`config.mk`:
```
export PLATFORM = sky130hd
export DESIGN_NAME = dtsr_top
export DESIGN_NICKNAME = d
export VERILOG_FILES = /design/src/include/dtsr_pkg.sv /design/src/include/dtsr_run_if.sv /design/src/rtl/dtsr_run.sv /design/src/rtl/dtsr_top.sv
export SDC_FILE = /design/constraint.sdc
export NUM_CORES = 1
export LEC_CHECK = 0
export ABC_AREA = 1
export BUFFER_PORTS_ARGS = -buffer_cell sky130_fd_sc_hd__buf_2
export CAP_MARGIN = 15
export CORE_MARGIN = 1.5
export CORE_UTILIZATION = 35
export CTS_CLUSTER_DIAMETER = 150
export DETAILED_ROUTE_END_ITERATION = 10
export PLACE_DENSITY = 0.71
export SLEW_MARGIN = 30
export SYNTH_ARGS = -nofsm -noshare
export SYNTH_HDL_FRONTEND = slang
export SYNTH_SLANG_ARGS = --single-unit
```
`constraint.sdc`:
```
create_clock -name CORE_CLK -period 1.75 [get_ports CORE_CLK]
set_input_delay 0.2625 -clock CORE_CLK [delete_from_list [all_inputs] [get_ports CORE_CLK]]
set_output_delay 0.2625 -clock CORE_CLK [all_outputs]
set_load 0.02 [all_outputs]
```
`src/include/dtsr_pkg.sv`:
```
// package: register map, field positions and reset values of the trace status block
`default_nettype none
package dtsr_pkg;
  localparam int          DTSR_ADDR_W        = 4;
  localparam logic [3:0]  DTSR_STATUS_OFS    = 4'h0;  // trace_status_reg, read only
  localparam logic [3:0]  DTSR_CONTROL_OFS   = 4'h4;  // trace_control_reg
  localparam logic [3:0]  DTSR_EVENT_OFS     = 4'h8;  // run event pulses written by software for test
  localparam int          DTSR_MATCH_A_BIT   = 7;
  localparam int          DTSR_MATCH_B_BIT   = 6;
  localparam int          DTSR_ACTIVE_BIT    = 5;
  localparam int          DTSR_CTL_ON_BIT    = 7;     // trace_module_on in control
  localparam int          DTSR_CTL_ARM_BIT   = 6;     // arm bit in control
  localparam int          DTSR_CTL_MODE_BIT  = 5;     // 1 = end-trace, 0 = begin-trace
  localparam int          DTSR_TALLY_W       = 4;
  localparam logic [3:0]  DTSR_TALLY_RST     = 4'h0;
  localparam logic [7:0]  DTSR_CONTROL_RST   = 8'h00;
  localparam logic [1:0]  DTSR_RESP_OKAY     = 2'b00;
  localparam logic [1:0]  DTSR_RESP_SLVERR   = 2'b10;
  localparam logic [1:0]  DTSR_RESP_DECERR   = 2'b11;
endpackage : dtsr_pkg
`default_nettype wire

```
`src/include/dtsr_run_if.sv`:
```
// interface: run control and status between bus slave and the run tracker
`timescale 1ns/100ps
`default_nettype none
interface dtsr_run_if;
  logic       module_on;
  logic       arm;
  logic       end_mode;
  logic       arm_wr;
  logic       match_a;
  logic       match_b;
  logic       fifo_full;
  logic       trigger;
  logic [3:0] fifo_words;
  logic       run_start;
  logic       run_done;
  logic       match_a_flag;
  logic       comparator_b_hit;
  logic       capture_active;
  logic [3:0] valid_word_tally;
  modport ctl (output module_on, arm, end_mode, arm_wr, match_a, match_b, fifo_full,
               trigger, fifo_words,
               input  run_start, run_done, match_a_flag, comparator_b_hit,
               capture_active, valid_word_tally);
  modport trk (input  module_on, arm, end_mode, arm_wr, match_a, match_b, fifo_full,
               trigger, fifo_words,
               output run_start, run_done, match_a_flag, comparator_b_hit,
               capture_active, valid_word_tally);
endinterface : dtsr_run_if
`default_nettype wire

```
`src/rtl/dtsr_run.sv`:
```
// run tracker: match flags, armed state and valid word tally
`timescale 1ns/100ps
`default_nettype none
module dtsr_run
  import dtsr_pkg::*;
(
  input  wire logic CORE_CLK,   // bus clock
  input  wire logic RST_N,      // async reset, active low
  dtsr_run_if.trk   run         // run control and status
);
  logic       match_a_flag;
  logic       comparator_b_hit;
  logic       capture_active;
  logic [3:0] valid_word_tally;

  // run start on arm write with module on; run end by completion or manual stop
  wire arm_req   = run.arm_wr & run.arm & run.module_on;
  wire complete  = run.end_mode ? run.trigger : run.fifo_full;
  wire manual    = ~run.arm | ~run.module_on;
  wire stop      = capture_active & (complete | manual);
  wire next_act  = arm_req ? 1'b1 : (stop ? 1'b0 : capture_active);

  assign run.run_start        = arm_req;
  assign run.run_done         = stop;
  assign run.match_a_flag     = match_a_flag;
  assign run.comparator_b_hit = comparator_b_hit;
  // armed bit shows the armed state only while module on
  assign run.capture_active   = capture_active & run.module_on;
  assign run.valid_word_tally = valid_word_tally;

  // armed state
  always_ff @(posedge CORE_CLK or negedge RST_N) begin
    if (!RST_N) begin
      capture_active <= 1'b0;
    end else begin
      capture_active <= next_act;
    end
  end

  // match flags: cleared at run start, set while armed, held until next start
  always_ff @(posedge CORE_CLK or negedge RST_N) begin
    if (!RST_N) begin
      match_a_flag     <= 1'b0;
      comparator_b_hit <= 1'b0;
    end else if (arm_req) begin
      match_a_flag     <= 1'b0;
      comparator_b_hit <= 1'b0;
    end else if (capture_active) begin
      match_a_flag     <= match_a_flag | run.match_a;
      comparator_b_hit <= comparator_b_hit | run.match_b;
    end
  end

  // tally: cleared at start, captured at run end, untouched by fifo reads
  always_ff @(posedge CORE_CLK or negedge RST_N) begin
    if (!RST_N) begin
      valid_word_tally <= DTSR_TALLY_RST;
    end else if (arm_req) begin
      valid_word_tally <= DTSR_TALLY_RST;
    end else if (stop) begin
      valid_word_tally <= run.fifo_words;
    end
  end
endmodule : dtsr_run
`default_nettype wire

```
`src/rtl/dtsr_top.sv`:
```
// top: AXI4-Lite slave holding trace status and control
//
// Decided for this implementation: the register offsets and the AXI4-Lite interface to the registers.
`timescale 1ns/100ps
`default_nettype none
module dtsr_top
  import dtsr_pkg::*;
(
  input  wire logic        CORE_CLK,       // bus clock 25 MHz
  input  wire logic        RST_N,          // async reset, active low
  input  wire logic [3:0]  S_AXI_AWADDR,   // write address
  input  wire logic [2:0]  S_AXI_AWPROT,   // write protection, unused
  input  wire logic        S_AXI_AWVALID,  // write address valid
  output logic             S_AXI_AWREADY,  // write address ready
  input  wire logic [31:0] S_AXI_WDATA,    // write data
  input  wire logic [3:0]  S_AXI_WSTRB,    // write strobes
  input  wire logic        S_AXI_WVALID,   // write data valid
  output logic             S_AXI_WREADY,   // write data ready
  output logic [1:0]       S_AXI_BRESP,    // write response
  output logic             S_AXI_BVALID,   // write response valid
  input  wire logic        S_AXI_BREADY,   // write response ready
  input  wire logic [3:0]  S_AXI_ARADDR,   // read address
  input  wire logic [2:0]  S_AXI_ARPROT,   // read protection, unused
  input  wire logic        S_AXI_ARVALID,  // read address valid
  output logic             S_AXI_ARREADY,  // read address ready
  output logic [31:0]      S_AXI_RDATA,    // read data
  output logic [1:0]       S_AXI_RRESP,    // read response
  output logic             S_AXI_RVALID,   // read data valid
  input  wire logic        S_AXI_RREADY,   // read data ready
  input  wire logic        MATCH_A,        // comparator A match, bus clock
  input  wire logic        MATCH_B,        // comparator B match, bus clock
  input  wire logic        FIFO_FULL,      // trace fifo full, bus clock
  input  wire logic        TRIGGER,        // trigger event detected, bus clock
  input  wire logic [3:0]  FIFO_WORDS,     // valid words in fifo, bus clock
  output logic             RUN_ARMED,      // debugger armed
  output logic             RUN_START,      // pulse at run start
  output logic             RUN_DONE        // pulse at run end
);
  dtsr_run_if run ();

  logic [7:0]  trace_control_reg;
  logic        aw_held;
  logic        w_held;
  logic [3:0]  aw_addr;
  logic [31:0] w_data;
  logic [3:0]  w_strb;
  logic        bvalid;
  logic [1:0]  bresp;
  logic        rvalid;
  logic [1:0]  rresp;
  logic [31:0] rdata;

  // write channel capture: address and data taken in either order
  wire aw_take   = S_AXI_AWVALID & ~aw_held & ~bvalid;
  wire w_take    = S_AXI_WVALID & ~w_held & ~bvalid;
  wire aw_have   = aw_held | aw_take;
  wire w_have    = w_held | w_take;
  wire wr_fire   = aw_have & w_have & ~bvalid;
  wire [3:0] wa  = aw_held ? aw_addr : S_AXI_AWADDR;
  wire [31:0] wd = w_held ? w_data : S_AXI_WDATA;
  wire [3:0] ws  = w_held ? w_strb : S_AXI_WSTRB;

  // write decode
  wire wr_status  = wr_fire & (wa == DTSR_STATUS_OFS);
  wire wr_control = wr_fire & (wa == DTSR_CONTROL_OFS) & ws[0];
  wire wr_ctl_any = wr_fire & (wa == DTSR_CONTROL_OFS);
  wire wr_event   = wr_fire & (wa == DTSR_EVENT_OFS);
  wire wr_mapped  = wr_status | wr_ctl_any | wr_event;
  wire [1:0] next_bresp = wr_status ? DTSR_RESP_SLVERR
                        : (wr_mapped ? DTSR_RESP_OKAY : DTSR_RESP_DECERR);

  assign S_AXI_AWREADY = ~aw_held & ~bvalid;
  assign S_AXI_WREADY  = ~w_held & ~bvalid;
  assign S_AXI_BVALID  = bvalid;
  assign S_AXI_BRESP   = bresp;

  // hold captured write address and data until both present
  always_ff @(posedge CORE_CLK or negedge RST_N) begin
    if (!RST_N) begin
      aw_held <= 1'b0;
      w_held  <= 1'b0;
      aw_addr <= 4'h0;
      w_data  <= 32'h0000_0000;
      w_strb  <= 4'h0;
    end else begin
      aw_held <= aw_have & ~wr_fire;
      w_held  <= w_have & ~wr_fire;
      if (aw_take) begin
        aw_addr <= S_AXI_AWADDR;
      end
      if (w_take) begin
        w_data <= S_AXI_WDATA;
        w_strb <= S_AXI_WSTRB;
      end
    end
  end

  // write response
  always_ff @(posedge CORE_CLK or negedge RST_N) begin
    if (!RST_N) begin
      bvalid <= 1'b0;
      bresp  <= DTSR_RESP_OKAY;
    end else if (wr_fire) begin
      bvalid <= 1'b1;
      bresp  <= next_bresp;
    end else if (S_AXI_BREADY) begin
      bvalid <= 1'b0;
    end
  end

  // control register; a status write is answered but stores nothing
  wire [7:0] next_control = {wd[7:5], 5'h00};                       // unused bits read zero
  wire       auto_clear   = run.run_done & ~wr_control;              // arm drops with armed
  always_ff @(posedge CORE_CLK or negedge RST_N) begin
    if (!RST_N) begin
      trace_control_reg <= DTSR_CONTROL_RST;
    end else if (wr_control) begin
      trace_control_reg <= next_control;
    end else if (auto_clear) begin
      trace_control_reg[DTSR_CTL_ARM_BIT] <= 1'b0;
    end
  end

  // event register: software may pulse events for test (bits 0..3)
  wire ev_a    = wr_event & ws[0] & wd[0];
  wire ev_b    = wr_event & ws[0] & wd[1];
  wire ev_full = wr_event & ws[0] & wd[2];
  wire ev_trig = wr_event & ws[0] & wd[3];

  // connections to run tracker
  assign run.module_on  = wr_control ? next_control[DTSR_CTL_ON_BIT]
                                     : trace_control_reg[DTSR_CTL_ON_BIT];
  assign run.arm        = wr_control ? next_control[DTSR_CTL_ARM_BIT]
                                     : trace_control_reg[DTSR_CTL_ARM_BIT];
  assign run.end_mode   = trace_control_reg[DTSR_CTL_MODE_BIT];
  assign run.arm_wr     = wr_control & next_control[DTSR_CTL_ARM_BIT]
                          & next_control[DTSR_CTL_ON_BIT];
  assign run.match_a    = MATCH_A | ev_a;
  assign run.match_b    = MATCH_B | ev_b;
  assign run.fifo_full  = FIFO_FULL | ev_full;
  assign run.trigger    = TRIGGER | ev_trig;
  assign run.fifo_words = FIFO_WORDS;

  dtsr_run u_run (
    .CORE_CLK (CORE_CLK),
    .RST_N    (RST_N),
    .run      (run)
  );

  // status image; bit 4 reads zero
  wire [7:0] trace_status_reg = {run.match_a_flag, run.comparator_b_hit,
                                 run.capture_active, 1'b0,
                                 run.valid_word_tally};

  // read decode
  wire rd_take    = S_AXI_ARVALID & ~rvalid;
  wire rd_status  = (S_AXI_ARADDR == DTSR_STATUS_OFS);
  wire rd_control = (S_AXI_ARADDR == DTSR_CONTROL_OFS);
  wire rd_event   = (S_AXI_ARADDR == DTSR_EVENT_OFS);
  wire [31:0] next_rdata = rd_status  ? {24'h00_0000, trace_status_reg}
                         : (rd_control ? {24'h00_0000, trace_control_reg}
                                       : 32'h0000_0000);
  wire [1:0] next_rresp  = (rd_status | rd_control | rd_event) ? DTSR_RESP_OKAY
                                                               : DTSR_RESP_DECERR;

  assign S_AXI_ARREADY = ~rvalid;
  assign S_AXI_RVALID  = rvalid;
  assign S_AXI_RDATA   = rdata;
  assign S_AXI_RRESP   = rresp;

  // read response
  always_ff @(posedge CORE_CLK or negedge RST_N) begin
    if (!RST_N) begin
      rvalid <= 1'b0;
      rdata  <= 32'h0000_0000;
      rresp  <= DTSR_RESP_OKAY;
    end else if (rd_take) begin
      rvalid <= 1'b1;
      rdata  <= next_rdata;
      rresp  <= next_rresp;
    end else if (S_AXI_RREADY) begin
      rvalid <= 1'b0;
    end
  end

  // run outputs
  assign RUN_ARMED = run.capture_active;
  assign RUN_START = run.run_start;
  assign RUN_DONE  = run.run_done;
endmodule : dtsr_top
`default_nettype wire

```
* Yosys cells after proc, flatten, opt, wreduce, memory -nomap -nowiden
Index checks and enable logic that the tools add are counted.
** Word-level totals
- Flip-flop bits (word level) :: 63
- Bits in latches :: 0
- Memory bits (writable) :: 0
- Bits in read-only memories :: 0
- Bits of input ports :: 65
- Output and inout bits :: 44
- Word-level logic and storage cells :: 102
- Memories kept :: 0
** Cells by class
- Add/subtract/negate cells :: 0
- $mul :: 0
- Divide/modulo/power cells :: 0
- Order comparisons :: 0
- Eq/ne operators :: 4
- Shifts and indexed selects :: 0
- Muxes and demuxes :: 25
- Bitwise operators :: 49
- Reduce and logical (&&, ||, !) cells :: 7
** Operator list (count)
- AND 1 bit :: 27
- two-way mux 8 bit :: 3
- two-way mux 1 bit :: 16
- OR 1 bit :: 14
- two-way mux 4 bit :: 3
- nonzero test 2 bit :: 5
- == test 4 x 3 -> 1 bit, second input constant :: 2
- == test 4 bit, second input constant :: 2
- logical NOT 4 bit :: 2
- NOT 1 bit :: 8
- two-way mux 2 bit :: 3

* Longest topological paths before layout
Gate-level depths: netlist of run 1.
- Depth in word-level cells :: 16
- Depth in mapped cells :: 13
- Gate-level depth less buffers :: 12

* Cells and area by module
A second synthesis of run 1 with hierarchy kept.
** Second synthesis, totals
- Cell total of the unflattened synthesis :: 240
- Area total of the unflattened synthesis :: 2040.7 µm²
** Modules (own cells, without submodules)
- dtsr_top :: times used 1, cells each 197, area an instance 1672.9 µm², sequential area each 725.7 µm²
- dtsr_run :: times used 1, cells each 43, area an instance 367.9 µm², sequential area each 175.2 µm²

* Worst setup path before layout of run 1
No wires, ideal clock.
- Path type :: register to output
- Start :: register bvalid (netlist: S_AXI_BVALID)
- End :: output RUN_DONE
- Arrival time :: 1.704 ns
- Data required time :: 1.487 ns
- Path slack :: -0.217 ns
- Cell stages (with the launch flop) :: 12
- Path buffers :: 0
- Cells stage by stage :: dfrtp_1 nor2_2 nand2_4 nand2_2 nand2_2 inv_4 nand2_2 nand2_1 nand2_2 nand3_4 nand2_4 inv_1
** On the way
- Longest elaborated chain between the ends :: 12
- Elaborated cells between the ends (all ways) :: 23
- Classes of those cells :: mux (3); bitwise (20)
** RTL lines
- from (decl) :: RTL line dtsr_top.sv:47 : logic bvalid;
- from (signal assigned) :: RTL line dtsr_top.sv:101 : bvalid <= 1'b0;
- from (signal assigned) :: RTL line dtsr_top.sv:104 : bvalid <= 1'b1;
- from (signal assigned) :: RTL line dtsr_top.sv:107 : bvalid <= 1'b0;
- NOT 1 bit * :: RTL line dtsr_top.sv:54, dtsr_top.sv:55, dtsr_top.sv:58
- AND 1 bit, on equally long branches :: RTL line dtsr_top.sv:54, dtsr_top.sv:55
- OR 1 bit, on equally long branches :: RTL line dtsr_top.sv:56, dtsr_top.sv:57
- AND 1 bit :: RTL line dtsr_top.sv:58 : wire wr_fire = aw_have & w_have & ~bvalid;
- AND 1 bit * :: RTL line dtsr_top.sv:58
- AND 1 bit * (2 in a row) :: RTL line dtsr_top.sv:65 : wire wr_control = wr_fire & (wa == DTSR_CONTROL_OFS) & ws[0];
- two-way mux 1 bit *
- named net run.module_on :: RTL line dtsr_run_if.sv:5 : logic module_on;
- NOT 1 bit * :: RTL line dtsr_run.sv:19 : wire manual = ~run.arm | ~run.module_on;
- OR 1 bit * :: RTL line dtsr_run.sv:19
- OR 1 bit * :: RTL line dtsr_run.sv:20 : wire stop = capture_active & (complete | manual);
- AND 1 bit * :: RTL line dtsr_run.sv:20
- to (decl) :: RTL line dtsr_top.sv:37 : output logic RUN_DONE
Mark *: on every way through the listed nets, which the timed path passes. The rest lies on a longest branch.

* Worst setup path in the final report of run 1
- Start :: register aw_held
- End :: output RUN_DONE
** On the way
- Longest elaborated chain between the ends :: 13
- Elaborated cells between the ends (all ways) :: 25
- Classes of those cells :: eq/ne (2); mux (4); bitwise (19)
** RTL lines
- from (decl) :: RTL line dtsr_top.sv:42 : logic aw_held;
- from (signal assigned) :: RTL line dtsr_top.sv:86 : aw_held <= aw_have & ~wr_fire;
- NOT 1 bit :: RTL line dtsr_top.sv:54 : wire aw_take = S_AXI_AWVALID & ~aw_held & ~bvalid;
- AND 1 bit (2 in a row) :: RTL line dtsr_top.sv:54
- OR 1 bit :: RTL line dtsr_top.sv:56 : wire aw_have = aw_held | aw_take;
- AND 1 bit (2 in a row) :: RTL line dtsr_top.sv:58
- AND 1 bit, on equally long branches :: RTL line dtsr_top.sv:67, dtsr_top.sv:65
- AND 1 bit, on equally long branches :: RTL line dtsr_top.sv:127, dtsr_top.sv:128, dtsr_top.sv:65
- AND 1 bit, or another cell as far along :: RTL line dtsr_top.sv:127 : wire ev_full = wr_event & ws[0] & wd[2];
- OR 1 bit, or another cell as far along :: RTL line dtsr_top.sv:140 : assign run.fifo_full = FIFO_FULL | ev_full;
- two-way mux 1 bit / OR 1 bit (equally long branches) :: RTL line dtsr_run.sv:18, dtsr_run.sv:19
- OR 1 bit * :: RTL line dtsr_run.sv:20
- AND 1 bit * :: RTL line dtsr_run.sv:20
Every way passes the cells marked *; elsewhere a longest branch is shown, timed or not.

==> flow_summary.toml, run 1 <==
[route]
wirelength_um = 4260
drtIter0Drc = 138
wl_per_cell_um = 10.8
dr.pass1.iters = 4
vias = 1723
drc = 0
vias_per_cell = 4.36
antenna_left = 0

[worst_setup_path]
crit_required_ns = 1.49
cp-start-kind = "flip-flop"
arrival_ns = 1.82
crit_type = "flip-flop to primary output"
r2r_end = "u_run.run.valid_word_tally[2]"
r2r_cells = 11
crit_start = "aw_held"
worstSetupEndpointType = "primary output"
r2r-start = "aw_held"
cp_max_fo = 8
r2r_slack_ns = 0.02
crit_path_end = "RUN_DONE"

[cts]
numCtsBuffers = 5
clock_sinks = 36
root_buffer = "clkbuf_8"
clk_latency_ns = 0.29
clk_pin_slew_worst_paths_ns = 0.07
cts_buffer_depth = 2
cts_tree = "built"
h-tree-depth = 2

[die]
num_rows = 27
io_pins = 109
start_util_pct = 35.8
die_h_um = 77.9
core_area_um2 = 5470
die_area_um2 = 6060
die_x_um = 77.9

[status]
status = "finished with violations"
violations = "setup timing"

[yosys]
avgSynthCellArea_um2 = 8.04
syn_inst = 244
yosysWarningCount = 0
synth.yosys.seq_area_share_pct = 45.9
ys_ff_latch = 36
synth_cell_type_count = 29
netlist_area_um2 = 1960

[sta]
setup_viol = 3
finalHoldViolCount = 0
rsz0062_at_grt = "yes"
drv_slew = 0
relSlewSlack_pct = 46.2
worstMarginPinSlew_ns = 0.808
finalWorstSetupSlack_ns = -0.336
clock.fmax_ghz = 0.479
hold_slack_ns = 0.0581
fin_crit_sh_pct = 119
finalClockSkew_ns = 0.00618
min_period_ns = 2.09

[power_and_ir_drop]
p_per_area_nw_per_um2 = 1350
total_power_mw = 3.49
p_leak_nw = 1.38
ir_drop_uv = 676

[grt]
track_usage_pct = 14.9
grt_pass1_vias = 1576
grt_max_degree = 37
grt_pass1_wl_um = 7020
antenna_found_initial = 0
grt_overflow = 0

[place]
place_inst = 376
finalWeightedCongestion = 0.744
portBuffers = 49
dpl.hpwl_um = 3070

[finish]
area_growth_pct = 31.7
drive_gt1_share_pct = 39.9
n_fill_cell = 551
n_antenna_cell = 0
fin_cells = 395
fin_nets = 387

[flow_run]
drv_cap = 0

[worst_hold_path]
hp-class = "input port to async pin"
Yosys cell counts (all sizes together):
library cell,count,area [um^2]
nand2,66,273
dfrtp,36,901
buf,29,219
inv,26,100
o21ai,24,120
nor2,20,85.1
nand3,18,108
a21oi,6,30.0
a31oi,4,25.0
nand4,4,25.0
a31o,2,17.5
clkbuf,2,7.51
o21a,2,15.0
conb,1,3.75
mux2,1,11.3
nor4,1,6.26
o311ai,1,8.76
or2,1,6.26
metal layers:
layer | wire length (um) | up-vias | global-route usage [%]
met5 | 0 | - | 0
met4 | 59 | 0 | 6.00
met3 | 230 | 4 | 4.24
met2 | 2020 | 56 | 23.7
met1 | 1950 | 771 | 19.0
li1 | - | 892 | -
power breakdown:
group	internal, mW	leakage (nW)	switching, mW	total (mW)
Combinational	0.664	0.875	0.897	1.56
Sequential	1.12	0.455	0.223	1.34
Clock	0.277	0.0479	0.308	0.586
Total	2.06	1.38	1.43	3.49
layout by cell type (no fill, tap or decap), types with 2 or more instances in the layout:
| cell | synthesis | final |
|---|---|---|
| nand2_1 | 60 | 50 |
| buf_2 | 1 | 47 |
| dfrtp_1 | 36 | 33 |
| buf_4 | 27 | 29 |
| conb_1 | 1 | 25 |
| inv_1 | 24 | 22 |
| o21ai_0 | 20 | 19 |
| nor2_1 | 18 | 16 |
| nand3_1 | 16 | 12 |
| nand2_2 | 4 | 12 |
| o21ai_2 | 0 | 5 |
| nand3_2 | 1 | 5 |
| clkbuf_8 | 0 | 5 |
| nand2_4 | 2 | 4 |
| a21oi_1 | 6 | 4 |
| nand4_1 | 4 | 4 |
| a31oi_1 | 4 | 4 |
| dfrtp_2 | 0 | 3 |
| nor2_4 | 1 | 3 |
| inv_2 | 1 | 2 |
| o21a_1 | 2 | 2 |
| a31o_2 | 2 | 2 |
| a21oi_2 | 0 | 2 |
| clkinv_2 | 0 | 2 |
| buf_6 | 1 | 2 |
what timing repair did:
item	CTS	global route
hold buffers	0	0
endpoints found under the setup margin	9	10
resized for setup	23	12
buffers inserted	8	4
pin swaps	9	10
gates cloned	0	0
layout make-up:
cell class,instances,area (um^2),share of cell area (%)
multi-input combinational,175,921,35.6
clock buffer,5,68.8,2.66
sequential,36,905,35.0
inverter,26,105,4.07
clock inverter,3,18.8,0.726
tap,72,90.1,3.49
timing repair buffer,78,475,18.4
worst max-delay path, stage by stage, from the launching register on:
cell	delay, ns
dfrtp_2	0.47
buf_6	0.14
o21a_1	0.20
nand2_2	0.12
inv_6	0.06
nand2_4	0.09
nand2_2	0.06
nand2_2	0.08
nand3_4	0.09
nand2_4	0.08
inv_4	0.03
buf_6	0.11
worst min-delay path by stage:
stage | from | to | slack [ns] | depth (start not counted)
global route | RST_N | S_AXI_RDATA[2] | 0.12 | 1
detailed placement | RST_N | S_AXI_RDATA[2] | 0.40 | 1
CTS | RST_N | u_run.run.valid_word_tally[1] | 0.09 | 1
finish | RST_N | S_AXI_RDATA[2] | 0.06 | 1
global placement | RST_N | S_AXI_RDATA[3] | 0.39 | 1
floorplan | RST_N | S_AXI_BRESP[0] | -0.03 | 0
logic make-up after synthesis:
| logic type | after synthesis | synth area share (%) |
|---|---|---|
| AO/OA/AOI/OAI | 39 | 11.0 |
| AND/OR/NAND/NOR | 110 | 25.6 |
| other | 1 | 0.191 |
| buffers and inverters | 57 | 16.6 |
| multiplexers | 1 | 0.574 |
| flip-flops | 36 | 45.9 |
per-stage QoR:
stage,setup WS [ns],setup TNS [ns],cell area (um^2),util [%]
4_1_cts,-0.310,-1.15,2520,46.0
3_5_place_dp,-0.195,-0.850,2300,42.1
5_1_grt,-0.437,-1.79,2580,47.2
6_report,-0.336,-0.875,2580,47.2
2_1_floorplan,0.00147,0,2060,-
3_3_place_gp,-0.132,-0.409,2300,42.1
Note: power is estimated with default switching activity, not from simulation.
==> run 2: changes to the inputs <==
==> constraint.sdc (replaced) <==
create_clock -name CORE_CLK -period 2 [get_ports CORE_CLK]
set_input_delay 0.3 -clock CORE_CLK [delete_from_list [all_inputs] [get_ports CORE_CLK]]
set_output_delay 0.3 -clock CORE_CLK [all_outputs]
set_load 0.02 [all_outputs]
==> flow_summary.toml, run 2 (synthesis results as in run 1) <==
[status]
status = "finished with violations"
violations = "setup timing"

[die]
io_pins = 109
die_x_um = 77.9
die_area_um2 = 6060
die_h_um = 77.9
start_util_pct = 35.8
num_rows = 27
core_area_um2 = 5470

[sta]
relSlewSlack_pct = 45.4
setup_viol = 8
fin_crit_sh_pct = 107
hold_slack_ns = 0.0953
finalClockSkew_ns = 0.00685
min_period_ns = 2.15
finalHoldViolCount = 0
worstMarginPinSlew_ns = 0.819
clock.fmax_ghz = 0.465
rsz0062_at_grt = "yes"
finalWorstSetupSlack_ns = -0.149
drv_slew = 0

[power_and_ir_drop]
ir_drop_uv = 565
p_per_area_nw_per_um2 = 1220
p_leak_nw = 1.40

[finish]
n_antenna_cell = 0
fin_nets = 388
area_growth_pct = 35.5
mostFrequentLayoutCell = "nand2_1"
utilization_pct = 48.6
n_fill_cell = 523
final_cell_mix = "47 x nand2_1, 46 x buf_2, 33 x dfrtp_1"
ff_latch_area_um2 = 905
multiInputGateArea_um2 = 962
drive_gt1_share_pct = 40.1

[route]
wl_per_cell_um = 11.4
routed-wl-met2_um = 2130
drtIter0Drc = 96
top_layer = "met4"
wirelength_um = 4510
wl_met1_um = 2050
route.met3.wl_um = 246
dr.pass1.iters = 5
antenna_left = 0
drc = 0
vias_per_cell = 4.42
vias = 1751

[cts]
h-tree-depth = 2
cts_buffer_depth = 2
cts_tree = "built"
root_buffer = "clkbuf_8"
cts.hold.buffers_added = 0
clk_pin_slew_worst_paths_ns = 0.07
clk_latency_ns = 0.29
numCtsBuffers = 5
clock_sinks = 36

[worst_hold_path]
hp-class = "input port to async pin"

[grt]
grt_pass1_vias = 1620
grt_overflow = 0
grt_pass1_wl_um = 7190
grt_max_degree = 37
antenna_found_initial = 0
track_usage_pct = 15.4

[flow_run]
drv_cap = 0

[worst_setup_path]
crit_type = "flip-flop to primary output"
crit_required_ns = 1.70
cp_max_fo = 4
cp-start-kind = "flip-flop"
worstSetupEndpointType = "primary output"
arrival_ns = 1.85

[place]
dpl.hpwl_um = 2970
finalWeightedCongestion = 0.749
portBuffers = 49
==> run 2: cell types whose count changed in the layout (fill, tap and decap cells not counted), moves of 2 or more <==
cell	before	now
a21oi_1	4	6
a21oi_2	2	0
nand2_1	50	47
nand2_4	4	6
o21ai_1	0	2
o21ai_2	5	1
o21ai_4	0	3
==> run 2: path summary, 6_finish.rpt <==
check                               startpoint                            end  slack (ns)  cells past startpoint
worst max-delay path                   aw_held                       RUN_DONE       -0.15                     10
worst min-delay path                     RST_N                 S_AXI_BRESP[0]         0.1                      1
worst max register to register         aw_held  u_run.run.valid_word_tally[0]       -0.05                     14
worst min register to register  S_AXI_RDATA[0]                 S_AXI_RDATA[0]        0.48                      2
max in group asynchronous                RST_N                        aw_held        1.33                      1
min in group CORE_CLK             S_AXI_BREADY                   S_AXI_BVALID        0.18                      2
==> run 2: worst max-delay path: stages, from the launching register on <==
cell     delay [ns]
dfrtp_2        0.44
buf_12         0.15
o21ai_4        0.15
nand2_2        0.09
nor2_4         0.19
nand3_4        0.12
nand2_4        0.10
nand3_4        0.09
nand2_4        0.07
inv_2          0.04
buf_6          0.12
==> run 2: cell type report <==
cell class	instances	share of cell area, %
Tap cell	72	3.39
Clock buffer	6	3.11
Inverter	26	4.05
Sequential cell	36	34.0
Multi-Input combinational cell	175	36.2
Timing Repair Buffer	79	18.9
Clock inverter	2	0.376
==> run 2: through the flow <==
step | setup WS (ns) | cells | cell area (um^2) | TNS, ns | total power [mW]
final | -0.149 | 396 | 2660 | -0.573 | 3.26
after global routing | -0.233 | 396 | 2660 | -1.22 | 3.48
after CTS | -0.143 | 391 | 2540 | -0.243 | 3.10
after detailed placement | 0.00527 | 364 | 2210 | 0 | 2.20
after global placement | 0.0445 | 364 | 2210 | 0 | 2.16
after floorplan | 0.0904 | 268 | 2060 | 0 | 1.95
==> run 2: metal layers <==
layer	up-vias	GRT usage [%]
li1	891	-
met1	787	19.7
met2	66	23.9
met3	7	4.24
met4	0	7.09
met5	-	0
==> run 2: power by group <==
part	internal [mW]	switching [mW]
Clock	0.275	0.262
Combinational	0.658	0.882
Sequential	0.978	0.200
==> run 2: repair_timing <==
item	in CTS	in global routing
pin swaps	10	18
gates resized for setup	33	19
setup endpoints to repair	3	9
buffers inserted	19	5
==> run 3: changes to the inputs <==
--- a/config.mk
+++ b/config.mk
@@ -8,11 +8,13 @@
 export ABC_AREA = 1
 export BUFFER_PORTS_ARGS = -buffer_cell sky130_fd_sc_hd__buf_2
 export CAP_MARGIN = 15
+export CELL_PAD_IN_SITES_DETAIL_PLACEMENT = 0
+export CELL_PAD_IN_SITES_GLOBAL_PLACEMENT = 1
 export CORE_MARGIN = 1.5
-export CORE_UTILIZATION = 35
+export CORE_UTILIZATION = 30
 export CTS_CLUSTER_DIAMETER = 150
 export DETAILED_ROUTE_END_ITERATION = 10
-export PLACE_DENSITY = 0.71
+export PLACE_DENSITY = 0.84
 export SLEW_MARGIN = 30
 export SYNTH_ARGS = -nofsm -noshare
 export SYNTH_HDL_FRONTEND = slang
==> flow_summary.toml, run 3 (synthesis results as in run 1) <==
[status]
status = "finished with violations"
violations = "hold timing, setup timing"

[die]
die_area_um2 = 7030
die_x_um = 83.9
core_area_um2 = 6350
start_util_pct = 30.9
num_rows = 29
die_h_um = 83.9
io_pins = 109

[power_and_ir_drop]
p_leak_nw = 1.33
ir_drop_uv = 430
p_per_area_nw_per_um2 = 1210

[worst_setup_path]
crit_type = "flip-flop to primary output"
arrival_ns = 1.85
slowest_delay_ns = 0.45
worstPathCellList = "buf_6 > o21ai_4 > nand2_2 > nor2_4 > nand3_2 > nand2_2 > nand3_4 > nand2_4 > inv_2 > buf_6"
crit_start = "aw_held"
cp_top_family = "simple AND/OR/NAND/NOR gates"
r2r_end = "u_run.run.valid_word_tally[0]"
r2r-start = "aw_held"
r2r_slack_ns = 0.24
path_buf_inv = 3
cp_slowest_cell = "dfrtp_2"
cp-start-kind = "flip-flop"
worstSetupEndpointType = "primary output"
cp_max_fo = 5
r2r_cells = 12
crit_required_ns = 1.70

[cts]
clk_latency_ns = 0.28
clock_sinks = 36
h-tree-depth = 2
cts_tree = "built"
clk_pin_slew_worst_paths_ns = 0.07
root_buffer = "clkbuf_8"
cts_buffer_depth = 2
numCtsBuffers = 5
cts.hold.buffers_added = 0

[place]
placed_cell_area_um2 = 2240
portBuffers = 49
finalWeightedCongestion = 0.749
dpl_worst_slack_ns = 0.0612
dpl.hpwl_um = 3230

[sta]
finalClockSkew_ns = 0.00553
clock.fmax_ghz = 0.466
min_period_ns = 2.15
rsz0062_at_grt = "yes"
drv_slew = 0
hold_slack_ns = -0.0155
setup_viol = 2
relSlewSlack_pct = 64.9
fin_crit_sh_pct = 107
worstMarginPinSlew_ns = 0.527
finalWorstSetupSlack_ns = -0.148
finalHoldViolCount = 22

[grt]
grt_pass1_wl_um = 7400
track_usage_pct = 13.0
antenna_found_initial = 0
grt_max_degree = 25
grt_overflow = 0
grt_pass1_vias = 1628

[flow_run]
drv_cap = 0

[finish]
final_cell_mix = "51 x nand2_1, 46 x buf_2, 34 x dfrtp_1"
ff_latch_area_um2 = 903
area_growth_pct = 28.5
mostFrequentLayoutCell = "nand2_1"
design_area_um2 = 2520
drive_gt1_share_pct = 34.5
fin_nets = 374
n_antenna_cell = 0
multiInputGateArea_um2 = 917
n_fill_cell = 641

[route]
antenna_left = 0
vias = 1718
dr.pass1.iters = 4
wirelength_um = 4240
drc = 0
drtIter0Drc = 122
vias_per_cell = 4.44
wl_per_cell_um = 11.0

[worst_hold_path]
hp-class = "input port to async pin"
run 3: cell count changes in the layout (fill, tap and decap cells not counted), sizes merged:
cell | previous run | this run
buf | 79 | 65
bufinv | 0 | 1
clkinv | 2 | 1
run 3: area by class of cell:
| class | instances | share of cell area [%] |
|---|---|---|
| Multi-Input combinational cell | 175 | 36.4 |
| Clock buffer | 6 | 2.88 |
| Clock inverter | 2 | 1.39 |
| Timing Repair Buffer | 65 | 15.5 |
| Sequential cell | 36 | 35.8 |
| Inverter | 26 | 4.17 |
| Tap cell | 77 | 3.82 |
run 3: through the flow:
stage	setup TNS, ns	cells	utilization (%)	power (mW)	hold WS [ns]
after global placement	0	372	35.3	2.18	0.317
after CTS	-0.145	386	38.9	3.02	0.00618
after detailed placement	0	372	35.3	2.20	0.318
after floorplan	0	268	-	1.95	0.00441
final	-0.155	387	39.7	3.04	-0.0155
after global routing	-0.305	387	39.7	3.29	0.0316
run 3: worst register-to-register path, stage by stage (launching register included):
cell and delay (ns):
dfrtp_2 0.45, buf_6 0.14, o21ai_4 0.13, nand2_2 0.08, nor2_4 0.20, nand2_4 0.10, nand2_2 0.07, nand2_2 0.07
nand3_4 0.10, nand2_4 0.06, buf_4 0.15, nand3_1 0.06, nand2_1 0.05
run 3: repair_timing:
action | in CTS | in global routing
pin swaps | 11 | 4
endpoints found under the setup margin | 3 | 3
gates resized for setup | 30 | 10
buffers inserted | 6 | 1
run 3: metal layers:
metal	vias to the layer above	GRT usage, %	routed length, um
li1	864	-	-
met1	789	16.5	1910
met2	56	21.2	2000
met3	9	3.36	218
met4	0	4.92	107
met5	-	0	0
run 3: report_power, final:
group	switching [mW]	internal, mW
registers	0.175	0.976
clock network	0.260	0.370
logic	0.780	0.479
total	1.21	1.82
run 3: worst max path at each step:
stage / end / depth (start not counted) / slack (ns)
3_5_place_dp: RUN_DONE / 11 / 0.06
6_report: RUN_DONE / 10 / -0.15
5_1_grt: RUN_DONE / 10 / -0.22
4_1_cts: RUN_DONE / 13 / -0.14
2_1_floorplan: RUN_DONE / 11 / 0.09
3_3_place_gp: RUN_DONE / 11 / 0.04
